### src/design/tcp_pkg.sv
package tcp_pkg;
  localparam int unsigned NUM_CH = 8;
  // wishbone word byte addresses
  localparam logic [7:0] ADDR_STATUS_CONTROL = 8'h00;
  localparam logic [7:0] ADDR_COUNTER = 8'h04;
  localparam logic [7:0] ADDR_MODULO = 8'h08;
  localparam logic [7:0] ADDR_CH_BASE = 8'h10;
  localparam logic [7:0] ADDR_CH_STRIDE = 8'h08;
  localparam logic [7:0] ADDR_CH_VALUE_OFS = 8'h04;
  // timer_status_control fields
  localparam int unsigned SC_OVF_BIT = 7;
  localparam int unsigned SC_OVIE_BIT = 6;
  localparam int unsigned SC_CAS_BIT = 5;
  localparam int unsigned SC_CLKS_LSB = 3;
  localparam logic [7:0] SC_RESET = 8'h00;
  // channel_status_control fields
  localparam int unsigned CH_FLAG_BIT = 7;
  localparam int unsigned CH_IE_BIT = 6;
  localparam int unsigned CH_MODE_LSB = 4;
  localparam int unsigned CH_ELS_LSB = 2;
  localparam logic [7:0] CH_SC_RESET = 8'h00;
  localparam logic [15:0] MOD_RESET = 16'h0000;
  localparam logic [15:0] CNT_RESET = 16'h0000;
  localparam logic [15:0] CNT_FREE_TOP = 16'hFFFF;
  localparam logic [1:0] CLKS_OFF = 2'h0;
  localparam logic [1:0] CLKS_BUS = 2'h1;
  localparam logic [1:0] CLKS_FIXED = 2'h2;
  localparam logic [1:0] CLKS_EXT = 2'h3;
  localparam logic [1:0] ELS_OFF = 2'h0;
  localparam logic [1:0] MODE_CAPTURE = 2'h0;
  localparam logic [1:0] MODE_COMPARE = 2'h1;
  localparam logic [1:0] ELS_CLEAR = 2'h2;
  localparam logic [1:0] ELS_SET = 2'h3;
  localparam logic [1:0] ELS_TOGGLE = 2'h1;

  typedef struct packed {
    logic [7:0] adr;
    logic [31:0] dat;
    logic [3:0] sel;
    logic we;
    logic cyc;
    logic stb;
  } tcp_wb_req_s;

  typedef struct packed {
    logic [31:0] dat;
    logic ack;
  } tcp_wb_rsp_s;

  typedef struct packed {
    logic [NUM_CH-1:0] out;
    logic [NUM_CH-1:0] oe;
  } tcp_pin_drive_s;
endpackage

### src/design/tcp_timer.sv
// The implementer's own choices: the Wishbone interface to the registers and the register offsets.
`timescale 1ns/1ps
////////////////////////////////////////////////////////////////////////////
// Summary of operation
// - channel releases pin when edge select or clock select is zero
// - center-align set: active channels run center PWM, timer drives pin
// - center-align clear: each channel mode picks capture, compare, PWM
// - capture: pin is edge input, edge select picks polarity
// - capture pin passes two-flop synchroniser; pulses need one clock
// - compare: pin driven, toggled, cleared or set on match
// - toggle mode starts from the pin's prior level
// - edge PWM high-true: set at counter zero, clear on match
// - edge PWM low-true: set on match
// - center PWM high-true: clear on match up, set on match down
// - overflow flag sets on wrap to zero after modulo, or at modulo turning point when center-aligned; reset clears
// - flag cleared by read while set then write zero; one ignored
// - overflow during clear sequence restarts it, flag stays set
// - overflow interrupt while enable and flag both set
// - center-align bit selects up or up/down counting
// - one to eight channels, each with control and value registers
// - clock select: off, bus, fixed clock, external source
module tcp_timer #(
  parameter int unsigned CH = tcp_pkg::NUM_CH
) (
  input wire logic clk_i,
  input wire logic rst_i,
  input wire tcp_pkg::tcp_wb_req_s wb_req_i,
  output tcp_pkg::tcp_wb_rsp_s wb_rsp_o,
  input wire logic [CH-1:0] channel_pin_i,
  input wire logic fixed_tick_i,
  input wire logic ext_clk_i,
  output tcp_pkg::tcp_pin_drive_s channel_pin_o,
  output logic irq_o
);
  import tcp_pkg::*;

  typedef struct packed {
    logic [7:0] sc;
    logic [15:0] cnt;
    logic [15:0] modv;
    logic down;
    logic ovf_armed;
    logic [CH-1:0][7:0] ch_sc;
    logic [CH-1:0][15:0] ch_val;
    logic [CH-1:0] pin;
    logic [CH-1:0] sync1;
    logic [CH-1:0] sync2;
    logic [CH-1:0] sync3;
    logic [2:0] ext_sync;
    logic ack;
    logic [31:0] rdat;
  } tcp_state_s;

  tcp_state_s state_reg;
  tcp_state_s state_next;

  ////////////////////////////////////////////////////////////////////////////
  // bus decode
  logic access;
  logic wr;
  logic rd;
  logic [2:0] ch_idx;
  logic ch_hit;
  logic ch_is_val;
  logic [7:0] ch_rel;
  logic tick;
  logic wrap;
  logic [15:0] top;
  logic cas;
  logic [1:0] clks;
  logic [31:0] rmux;

  assign access = wb_req_i.cyc & wb_req_i.stb & ~state_reg.ack;
  assign wr = access & wb_req_i.we;
  assign rd = access & ~wb_req_i.we;
  assign ch_rel = wb_req_i.adr - ADDR_CH_BASE;
  assign ch_idx = ch_rel[5:3];
  assign ch_is_val = ch_rel[2];
  assign ch_hit = (wb_req_i.adr >= ADDR_CH_BASE) &&
                  (32'(ch_idx) < CH) && (ch_rel[1:0] == 2'h0) &&
                  (ch_rel[7:6] == 2'h0);
  assign cas = state_reg.sc[SC_CAS_BIT];
  assign clks = state_reg.sc[SC_CLKS_LSB +: 2];
  assign top = (state_reg.modv == MOD_RESET) ? CNT_FREE_TOP : state_reg.modv;

  // count tick source; external edge taken from the synchronised copy
  always_comb begin
    unique case (clks)
      CLKS_OFF: tick = 1'b0;
      CLKS_BUS: tick = 1'b1;
      CLKS_FIXED: tick = fixed_tick_i;
      CLKS_EXT: tick = state_reg.ext_sync[1] & ~state_reg.ext_sync[2];
    endcase
  end

  assign wrap = tick & ~cas & (state_reg.cnt == top);

  always_comb begin
    rmux = 32'h0000_0000;
    if (wb_req_i.adr == ADDR_STATUS_CONTROL) begin
      rmux = {24'h00_0000, state_reg.sc};
    end else if (wb_req_i.adr == ADDR_COUNTER) begin
      rmux = {16'h0000, state_reg.cnt};
    end else if (wb_req_i.adr == ADDR_MODULO) begin
      rmux = {16'h0000, state_reg.modv};
    end else if (ch_hit) begin
      rmux = ch_is_val ? {16'h0000, state_reg.ch_val[ch_idx]}
                       : {24'h00_0000, state_reg.ch_sc[ch_idx]};
    end
  end

  ////////////////////////////////////////////////////////////////////////////
  // next state
  always_comb begin
    logic ovf_event;
    logic cnt_wr;
    logic [1:0] els;
    logic [1:0] mode;
    logic match;
    logic cap_edge;
    logic rise;
    logic fall;
    ovf_event = 1'b0;
    cnt_wr = 1'b0;
    els = 2'h0;
    mode = 2'h0;
    match = 1'b0;
    cap_edge = 1'b0;
    rise = 1'b0;
    fall = 1'b0;
    state_next = state_reg;
    state_next.ack = access;
    state_next.rdat = rd ? rmux : 32'h0000_0000;
    state_next.sync1 = channel_pin_i;
    state_next.sync2 = state_reg.sync1;
    state_next.sync3 = state_reg.sync2;
    state_next.ext_sync = {state_reg.ext_sync[1:0], ext_clk_i};

    // counter: up with wrap, or up/down when center-aligned
    if (tick) begin
      if (!cas) begin
        state_next.down = 1'b0;
        if (wrap) begin
          state_next.cnt = CNT_RESET;
          ovf_event = 1'b1;
        end else begin
          state_next.cnt = state_reg.cnt + 16'h0001;
        end
      end else if (state_reg.down) begin
        if (state_reg.cnt == CNT_RESET) begin
          state_next.down = 1'b0;
          state_next.cnt = state_reg.cnt + 16'h0001;
        end else begin
          state_next.cnt = state_reg.cnt - 16'h0001;
        end
      end else if (state_reg.cnt == top) begin
        // overflow at the turning point of the up/down sweep
        state_next.down = 1'b1;
        state_next.cnt = state_reg.cnt - 16'h0001;
        ovf_event = 1'b1;
      end else begin
        state_next.cnt = state_reg.cnt + 16'h0001;
      end
    end

    // overflow clear: read while set arms, write zero then clears
    if (rd && wb_req_i.adr == ADDR_STATUS_CONTROL &&
        state_reg.sc[SC_OVF_BIT]) begin
      state_next.ovf_armed = 1'b1;
    end
    if (wr && wb_req_i.adr == ADDR_STATUS_CONTROL && wb_req_i.sel[0]) begin
      state_next.sc[6:0] = wb_req_i.dat[6:0];
      if (!wb_req_i.dat[SC_OVF_BIT] && state_reg.ovf_armed) begin
        state_next.sc[SC_OVF_BIT] = 1'b0;
      end
      state_next.ovf_armed = 1'b0;
    end
    if (ovf_event) begin
      state_next.sc[SC_OVF_BIT] = 1'b1; // set wins over clear
      state_next.ovf_armed = 1'b0;
    end

    if (wr && wb_req_i.adr == ADDR_COUNTER) begin
      cnt_wr = 1'b1;
    end
    if (wr && wb_req_i.adr == ADDR_MODULO) begin
      if (wb_req_i.sel[0]) state_next.modv[7:0] = wb_req_i.dat[7:0];
      if (wb_req_i.sel[1]) state_next.modv[15:8] = wb_req_i.dat[15:8];
    end

    // channel behaviour, one iteration per channel
    for (int i = 0; i < CH; i++) begin
      els = state_reg.ch_sc[i][CH_ELS_LSB +: 2];
      mode = state_reg.ch_sc[i][CH_MODE_LSB +: 2];
      match = tick && (state_reg.cnt == state_reg.ch_val[i]);
      rise = state_reg.sync2[i] & ~state_reg.sync3[i];
      fall = ~state_reg.sync2[i] & state_reg.sync3[i];
      cap_edge = 1'b0;
      // pin level tracks the input while released so toggle starts there
      if (els == ELS_OFF || clks == CLKS_OFF) begin
        state_next.pin[i] = state_reg.sync2[i];
      end else if (cas) begin
        if (match && !state_reg.down) begin
          state_next.pin[i] = els[0];
        end else if (match && state_reg.down) begin
          state_next.pin[i] = ~els[0];
        end
      end else if (mode == MODE_CAPTURE) begin
        cap_edge = (els == ELS_TOGGLE) ? rise :
                   (els == ELS_CLEAR) ? fall : (rise | fall);
        state_next.pin[i] = state_reg.sync2[i];
        if (cap_edge) begin
          state_next.ch_val[i] = state_reg.cnt;
          state_next.ch_sc[i][CH_FLAG_BIT] = 1'b1;
        end
      end else if (mode == MODE_COMPARE) begin
        if (match) begin
          state_next.ch_sc[i][CH_FLAG_BIT] = 1'b1;
          unique case (els)
            ELS_TOGGLE: state_next.pin[i] = ~state_reg.pin[i];
            ELS_CLEAR: state_next.pin[i] = 1'b0;
            default: state_next.pin[i] = 1'b1;
          endcase
        end
      end else begin
        // wrap start wins over a match at the modulo, so a value equal to the modulo keeps the pin active
        if (tick && wrap) begin
          state_next.pin[i] = els[0] ? 1'b0 : 1'b1;
        end else if (match) begin
          state_next.pin[i] = els[0] ? 1'b1 : 1'b0;
          state_next.ch_sc[i][CH_FLAG_BIT] = 1'b1;
        end
      end
      if (cas && match && els != ELS_OFF) begin
        state_next.ch_sc[i][CH_FLAG_BIT] = 1'b1;
      end
      // channel register writes; flag is write-one-to-clear
      if (wr && ch_hit && 32'(ch_idx) == i) begin
        if (ch_is_val) begin
          if (wb_req_i.sel[0]) state_next.ch_val[i][7:0] = wb_req_i.dat[7:0];
          if (wb_req_i.sel[1]) begin
            state_next.ch_val[i][15:8] = wb_req_i.dat[15:8];
          end
        end else if (wb_req_i.sel[0]) begin
          state_next.ch_sc[i][6:0] = wb_req_i.dat[6:0];
          if (wb_req_i.dat[CH_FLAG_BIT] && !cap_edge && !match) begin
            state_next.ch_sc[i][CH_FLAG_BIT] = 1'b0;
          end
        end
      end
    end

    if (cnt_wr) begin
      state_next.cnt = CNT_RESET;
      state_next.down = 1'b0;
    end
  end

  ////////////////////////////////////////////////////////////////////////////
  // registers
  always_ff @(posedge clk_i) begin
    if (rst_i) begin
      state_reg <= '0;
      state_reg.sc <= SC_RESET;
      state_reg.modv <= MOD_RESET;
      state_reg.cnt <= CNT_RESET;
    end else begin
      state_reg <= state_next;
    end
  end

  ////////////////////////////////////////////////////////////////////////////
  // outputs
  assign wb_rsp_o.ack = state_reg.ack;
  assign wb_rsp_o.dat = state_reg.rdat;

  always_comb begin
    logic any_ch;
    any_ch = 1'b0;
    for (int i = 0; i < CH; i++) begin
      any_ch = any_ch | (state_reg.ch_sc[i][CH_FLAG_BIT] &
                         state_reg.ch_sc[i][CH_IE_BIT]);
    end
    irq_o = (state_reg.sc[SC_OVF_BIT] & state_reg.sc[SC_OVIE_BIT]) |
            any_ch;
  end

  genvar g;
  generate
    for (g = 0; g < NUM_CH; g++) begin : g_pin
      if (g < CH) begin : g_on
        logic [1:0] els_g;
        logic [1:0] mode_g;
        assign els_g = state_reg.ch_sc[g][CH_ELS_LSB +: 2];
        assign mode_g = state_reg.ch_sc[g][CH_MODE_LSB +: 2];
        // capture leaves oe low: pin is an input owned by the timer
        assign channel_pin_o.oe[g] = (els_g != ELS_OFF) &&
          (clks != CLKS_OFF) && (cas || mode_g != MODE_CAPTURE);
        assign channel_pin_o.out[g] = state_reg.pin[g];
      end else begin : g_off
        assign channel_pin_o.oe[g] = 1'b0;
        assign channel_pin_o.out[g] = 1'b0;
      end
    end
  endgenerate
endmodule

### config.mk
export PLATFORM = sky130hd
export DESIGN_NAME = tcp_timer
export DESIGN_NICKNAME = d
export VERILOG_FILES = /design/src/design/tcp_pkg.sv /design/src/design/tcp_timer.sv
export SDC_FILE = /design/constraint.sdc
export NUM_CORES = 1
export LEC_CHECK = 0
export BUFFER_PORTS_ARGS = -buffer_cell sky130_fd_sc_hd__buf_4
export CAP_MARGIN = 20
export CORE_ASPECT_RATIO = 0.9
export CORE_UTILIZATION = 51
export DETAILED_ROUTE_END_ITERATION = 7
export PLACE_DENSITY = 0.8
export SKIP_CTS_REPAIR_TIMING = 1
export SYNTH_ARGS = -nofsm -noshare
export SYNTH_HDL_FRONTEND = slang
export SYNTH_SLANG_ARGS = --single-unit
export TNS_END_PERCENT = 100
### constraint.sdc
create_clock -name clk_i -period 4.1 [get_ports clk_i]
set_input_delay 1.23 -clock clk_i [delete_from_list [all_inputs] [get_ports clk_i]]
set_output_delay 1.23 -clock clk_i [all_outputs]
set_load 0.02 [all_outputs]
==> results.yml, run 1 <==
status:
  status: "complete, no violations"
synth:
  synth_edf_count: 0
  yosysTopAreaCellShare_pct: 32.2
  syn_area_um2: 17800
  synth_fa_ha_area_share_pct: 1.48
  yosys-top-cells-area: "dfxtp_1 (32%), mux2i_1 (9.7%), mux4_2 (7.1%)"
  synth_ff_type: "dfxtp_1"
  ys_ff_latch: 286
  syn_avg_cell_area_um2: 8.41
  synth-xor-area-share_pct: 7.88
  yosys.area_share.simple_pct: 18.6
  seq_area_frac_synth_pct: 32.2
  synth_mux_area_share_pct: 16.8
  async_flop_share_pct: 0
  synth_top_family_by_area: "simple AND/OR/NAND/NOR gates"
  ys_types: 77
  synth_compound_area_share_pct: 15.7
  yosysTopAreaCell: "dfxtp_1"
  yosysWarnings: 0
  synthCells: 2115
finish:
  utilization_pct: 57.0
  drive_gt1_share_pct: 13.8
  register_area_um2: 5730
  syn2layout_area_growth_pct: 9.62
  largest_reg_flops: 208
  finalNetCount: 2144
  nFillCells: 2967
  multi_input_area_um2: 10800
sta:
  finClkSkew_ps: 14.0
  fmax_ghz: 0.280
  timing.final.crit_share_pct: 87.2
  report.final.slew_viol_count: 0
  worst_slew_pin_slew_ps: 1040
  relSlewSlack_pct: 30.4
  grt_setup_unrepaired: "no"
  period_needed_ps: 3570
  hold_violations: 0
  finalSetupViolCount: 0
  final.setup.tns_ps: 0
global_routing:
  grt_usage_pct: 32.5
  grt_max_degree: 148
  grt_pass1_vias: 15100
  grt_pass1_wl_um: 88800
  grt-ovfl-total: 0
  antenna_found_initial: 1
route:
  finalWirelength_um: 58500
  drt-initial-drc-count: 2594
  ant_nets: 0
  drc: 0
  drtPass1Iterations: 7
  wl_per_cell_um: 22.9
  num_vias: 16400
  vias_per_cell: 6.44
clocking:
  cts_tree: "yes"
  htree_levels: 1
  worst_skew_pair.late_latency_ps: 580
  cts_sinks: 286
  clk_pin_slew_ps: 60
  clk_path_buf_depth: 3
  cts-root-buf: "clkbuf_16"
  numCtsBuffers: 31
setup_path:
  worstSetupStartpoint: "wb_req_i[43]"
  critPathArrivalTime_ps: 4030
  rr_startpoint: "state_reg[286]"
  reg2reg_depth: 8
  cp-end-kind: "flop"
  worstPathRequired_ps: 4560
  endpoint: "state_reg[168]"
  cp-start-kind: "input port"
  rrSetupSlack_ps: 560
  worstSetupPathType: "in -> reg"
  path_max_fanout: 16
  r2r-end: "channel_pin_o[12]"
floorplan:
  die_h_um: 179
  core_um2: 34200
  die_w_um: 199
  rows: 64
  dieArea_um2: 35600
  start_util_pct: 52.0
  io_pins: 109
place:
  globalplace.congestion: 1.03
  io_buffers: 74
  hpwlAfterDp_um: 41300
power:
  powerDensity_nw_per_um2: 307
  leakage_uw: 0.00764
  peakVddDrop_v: 0.000267
worst_hold_path:
  hp-class: "reg -> reg"
job:
  max-cap-violations: 0
==> cells by family (layout without fill, tap and decap cells) <==
| family | after synthesis | count (layout) |
|---|---|---|
| muxes | 229 | 229 |
| DFF | 286 | 286 |
| AOI/OAI and AO/OA | 417 | 417 |
| buffers and inverters | 292 | 250 |
| other | 1 | 17 |
| xor gates and xnor gates | 160 | 160 |
| adders and majority gates | 21 | 21 |
| and+or+nand+nor | 709 | 709 |
==> per-layer routing <==
layer	up-vias	GRT usage, %	wire (µm)
li1	7382	-	-
met1	7777	44.3	22800
met2	1101	49.1	25300
met3	177	8.24	8050
met4	0	12.2	2340
met5	-	0	0
==> how the worst min path moves through the flow <==
stage	from	end	slack [ps]	depth (start not counted)
6_report	state_next[51]	state_next[43]	440	1
5_1_grt	state_next[49]	state_next[41]	460	1
4_1_cts	state_next[49]	state_next[41]	440	1
3_5_place_dp	state_next[47]	state_next[39]	420	1
3_3_place_gp	state_next[51]	state_next[43]	420	1
2_1_floorplan	state_next[34]	state_next[35]	410	1
==> critical path, stage by stage <==
cell and delay (ps):
buf_4 110, inv_1 70, ha_1 210, or3_1 360
a211oi_2 350, buf_4 250, nand2_1 80, nor3_1 430
nand2_1 510, a311oi_1 430
==> synth_stat cells, types with 7 or more instances <==
master    instances
dfxtp_1         286
buf_1            21
nor4_2            8
nand3b_1          7
nor3_1           57
buf_4            42
nand4_1          10
a311oi_1         17
nor2b_1          24
o211ai_1         16
mux4_2           56
nor4_1           39
a221oi_1          7
o31ai_1           8
and3_1           19
a211oi_1         94
a222oi_1          7
nand2b_1         12
clkbuf_1        162
xor2_1          117
nand2_1         144
a41oi_1          18
a21oi_1         122
inv_1            41
a31oi_1          13
xnor2_1          43
nor2_1          301
nand3_1          49
buf_2            22
o21ai_0          67
mux2i_1         172
ha_1             21
==> cells in the final DEF (no fill, tap or decap), types with 12 or more instances in the layout <==
cell type,count
mux2i_1,172
conb_1,16
o21ai_0,67
o211ai_1,16
inv_1,41
a41oi_1,18
a21oi_1,122
a211oi_1,94
ha_1,21
buf_4,148
dfxtp_1,285
nor2b_1,24
xnor2_1,43
mux4_2,56
nand3_1,49
a311oi_1,17
nand2_1,144
clkbuf_16,31
and3_1,19
nand2b_1,12
xor2_1,117
nor4_1,39
nor3_1,56
a31oi_1,12
nor2_1,301
==> final cells by class <==
class / count / share of cell area [%]
clock buffer: 46 / 4.73
sequential: 286 / 29.4
clock inverter: 11 / 0.571
multi-input combinational: 1552 / 55.6
timing repair buffer: 151 / 5.97
antenna: 1 / 0.0128
tap: 462 / 2.96
inverter: 42 / 0.808
==> through the flow <==
step	hold slack [ps]	area, µm²	power (µW)	worst slack, ps	cells
after floorplan	414	17800	3070	437	2130
after global placement	416	18500	3160	250	2493
after detailed placement	424	18500	3170	105	2493
after CTS	445	19500	5980	621	2550
after global routing	463	19500	6110	369	2550
final	438	19500	5980	525	2551
==> power by group <==
part | internal (µW) | switching (µW)
Sequential | 2790 | 7.98
Combinational | 98.2 | 218
Clock | 1670 | 1190
Power figures use the tool's default switching activity.
==> run 2: changes to the inputs <==
--- a/config.mk
+++ b/config.mk
@@ -5,6 +5,7 @@
 export SDC_FILE = /design/constraint.sdc
 export NUM_CORES = 1
 export LEC_CHECK = 0
+export ABC_CLOCK_PERIOD_IN_PS = 4100
 export BUFFER_PORTS_ARGS = -buffer_cell sky130_fd_sc_hd__buf_4
 export CAP_MARGIN = 20
 export CORE_ASPECT_RATIO = 0.9
==> constraint.sdc (replaced) <==
create_clock -name clk_i -period 4.1 [get_ports clk_i]
set_input_delay 0.82 -clock clk_i [delete_from_list [all_inputs] [get_ports clk_i]]
set_output_delay 0.82 -clock clk_i [all_outputs]
set_load 0.02 [all_outputs]
==> run 2 against run 1 <==
Compared with the run above:
- the run now ends with DRC left
- power fell by 3.3%
- via count rose by 0.54%
- die area did not move
- critical path depth rose by 1
- clock power fell by 7.0%
- fmax fell by 0.59%
- global-route usage rose by 0.27 points
- clock skew fell by 2.4 ps
- final cell count fell by 0.59%
- flip-flop and latch count did not move
- critical path type is now reg -> reg
- largest cell class unchanged
==> results.yml, run 2 (synthesis results as in run 1) <==
route:
  drt-initial-drc-count: 2526
  num_vias: 16500
  wl_per_cell_um: 23.1
  finalWirelength_um: 58500
  drtPass1Iterations: 8
  drc: 1
  ant_nets: 0
  vias_per_cell: 6.52
clocking:
  numCtsBuffers: 31
  cts_sinks: 286
  cts_tree: "yes"
  clk_pin_slew_ps: 60
  worst_skew_pair.late_latency_ps: 580
  clk_path_buf_depth: 3
  cts-root-buf: "clkbuf_16"
  htree_levels: 1
finish:
  nFillCells: 2952
  final_cell_mix: "nor2_1 (301), dfxtp_1 (285), mux2i_1 (172)"
  syn2layout_area_growth_pct: 8.48
  final_common_cell: "nor2_1"
  diodes: 0
  drive_gt1_share_pct: 12.8
  register_area_um2: 5730
  largest_reg_flops: 208
  multi_input_area_um2: 10800
  finalNetCount: 2132
  stdcell_area_um2: 19300
place:
  io_buffers: 74
  pre_cts_slack_ps: 298
  dpl-instance-area_um2: 18400
  globalplace.congestion: 1.01
  hpwlAfterDp_um: 41200
global_routing:
  grt_max_degree: 126
  antenna_found_initial: 0
  grt_pass1_wl_um: 89900
  grt-ovfl-total: 0
  grt_usage_pct: 32.7
  grt_pass1_vias: 15400
setup_path:
  critical_path.top_delay_family: "simple AND/OR/NAND/NOR gates"
  crit_path_cell_trace: "nor4_2 -> buf_4 -> a41oi_1 -> xnor2_1 -> nor4_2 -> nand3_1 -> nor3_2 -> buf_4 -> a21oi_1 -> a211oi_1 -> a211oi_1"
  slowest_delay_ps: 570
  worstSetupPathType: "reg -> reg"
  reg2reg_depth: 11
  cpMaxStageDelayCell: "nor3_2"
  crit_cells: 11
  rrSetupSlack_ps: 500
  cp-end-kind: "flop"
  critPathArrivalTime_ps: 4030
  path_buf_inv: 2
  path_max_fanout: 16
  worstPathRequired_ps: 4530
  cp-start-kind: "flop"
sta:
  report.final.slew_viol_count: 0
  fmax_ghz: 0.278
  grt_setup_unrepaired: "no"
  hold_violations: 0
  final.setup.tns_ps: 0
  worst_slew_pin_slew_ps: 1090
  finClkSkew_ps: 11.6
  period_needed_ps: 3600
  layout_setup_ws_ps: 504
  timing.final.crit_share_pct: 87.7
  finalSetupViolCount: 0
  relSlewSlack_pct: 26.8
worst_hold_path:
  hp-class: "reg -> reg"
  hold_depth: 1
job:
  max-cap-violations: 0
floorplan:
  rows: 64
  die_h_um: 179
  io_pins: 109
  die_w_um: 199
  dieArea_um2: 35600
  start_util_pct: 52.0
  core_um2: 34200
power:
  clkPwrFrac_pct: 46.1
  internal-power_uw: 4390
  p_comb_share_pct: 5.4
  peakVddDrop_v: 0.000271
  leakage_uw: 0.00751
  seqPwrFrac_pct: 48.5
  p_switching_uw: 1390
  powerDensity_nw_per_um2: 299
  swShare_pct: 24.1
status:
  violations: "DRC"
  status: "finished, violations left"
[run 2: path summary, 6_finish.rpt]
kind | start | to
max | state_reg[263] | channel_pin_o[10]
min | state_next[49] | state_next[41]
max reg2reg | state_reg[263] | channel_pin_o[10]
min reg2reg | state_next[49] | state_next[41]
[run 2: metrics by stage]
stage,instances,util [%],total power [µW],hold WS [ps]
finish,2536,56.5,5780,436
global route,2536,56.5,5900,462
CTS,2536,56.5,5770,437
detailed placement,2481,53.7,3170,423
global placement,2481,53.7,3160,419
floorplan,2130,-,3070,414
[run 2: power groups by stage]
stage / registers, µW / clock network (µW) / logic (µW)
2_1_floorplan: 2860 / 0 / 212
3_3_place_gp: 2860 / 0 / 297
3_5_place_dp: 2860 / 0 / 303
4_1_cts: 2800 / 2660 / 304
5_1_grt: 2800 / 2770 / 330
6_report: 2800 / 2660 / 314
[run 2: layout make-up]
class,count,area share [%]
Clock buffer,52,4.74
Clock inverter,3,0.110
Inverter,42,0.817
Timing Repair Buffer,139,5.50
Sequential cell,286,29.7
Tap cell,462,2.99
Multi-Input combinational cell,1552,56.2
[run 2: metal layers]
metal / vias up / part of all wire (%) / GRT usage [%]
li1: 7356 / - / -
met1: 7838 / 40 / 44.6
met2: 1142 / 43 / 49.5
met3: 188 / 13 / 8.03
met4: 2 / 4.2 / 12.7
met5: - / 0.13 / 1.71
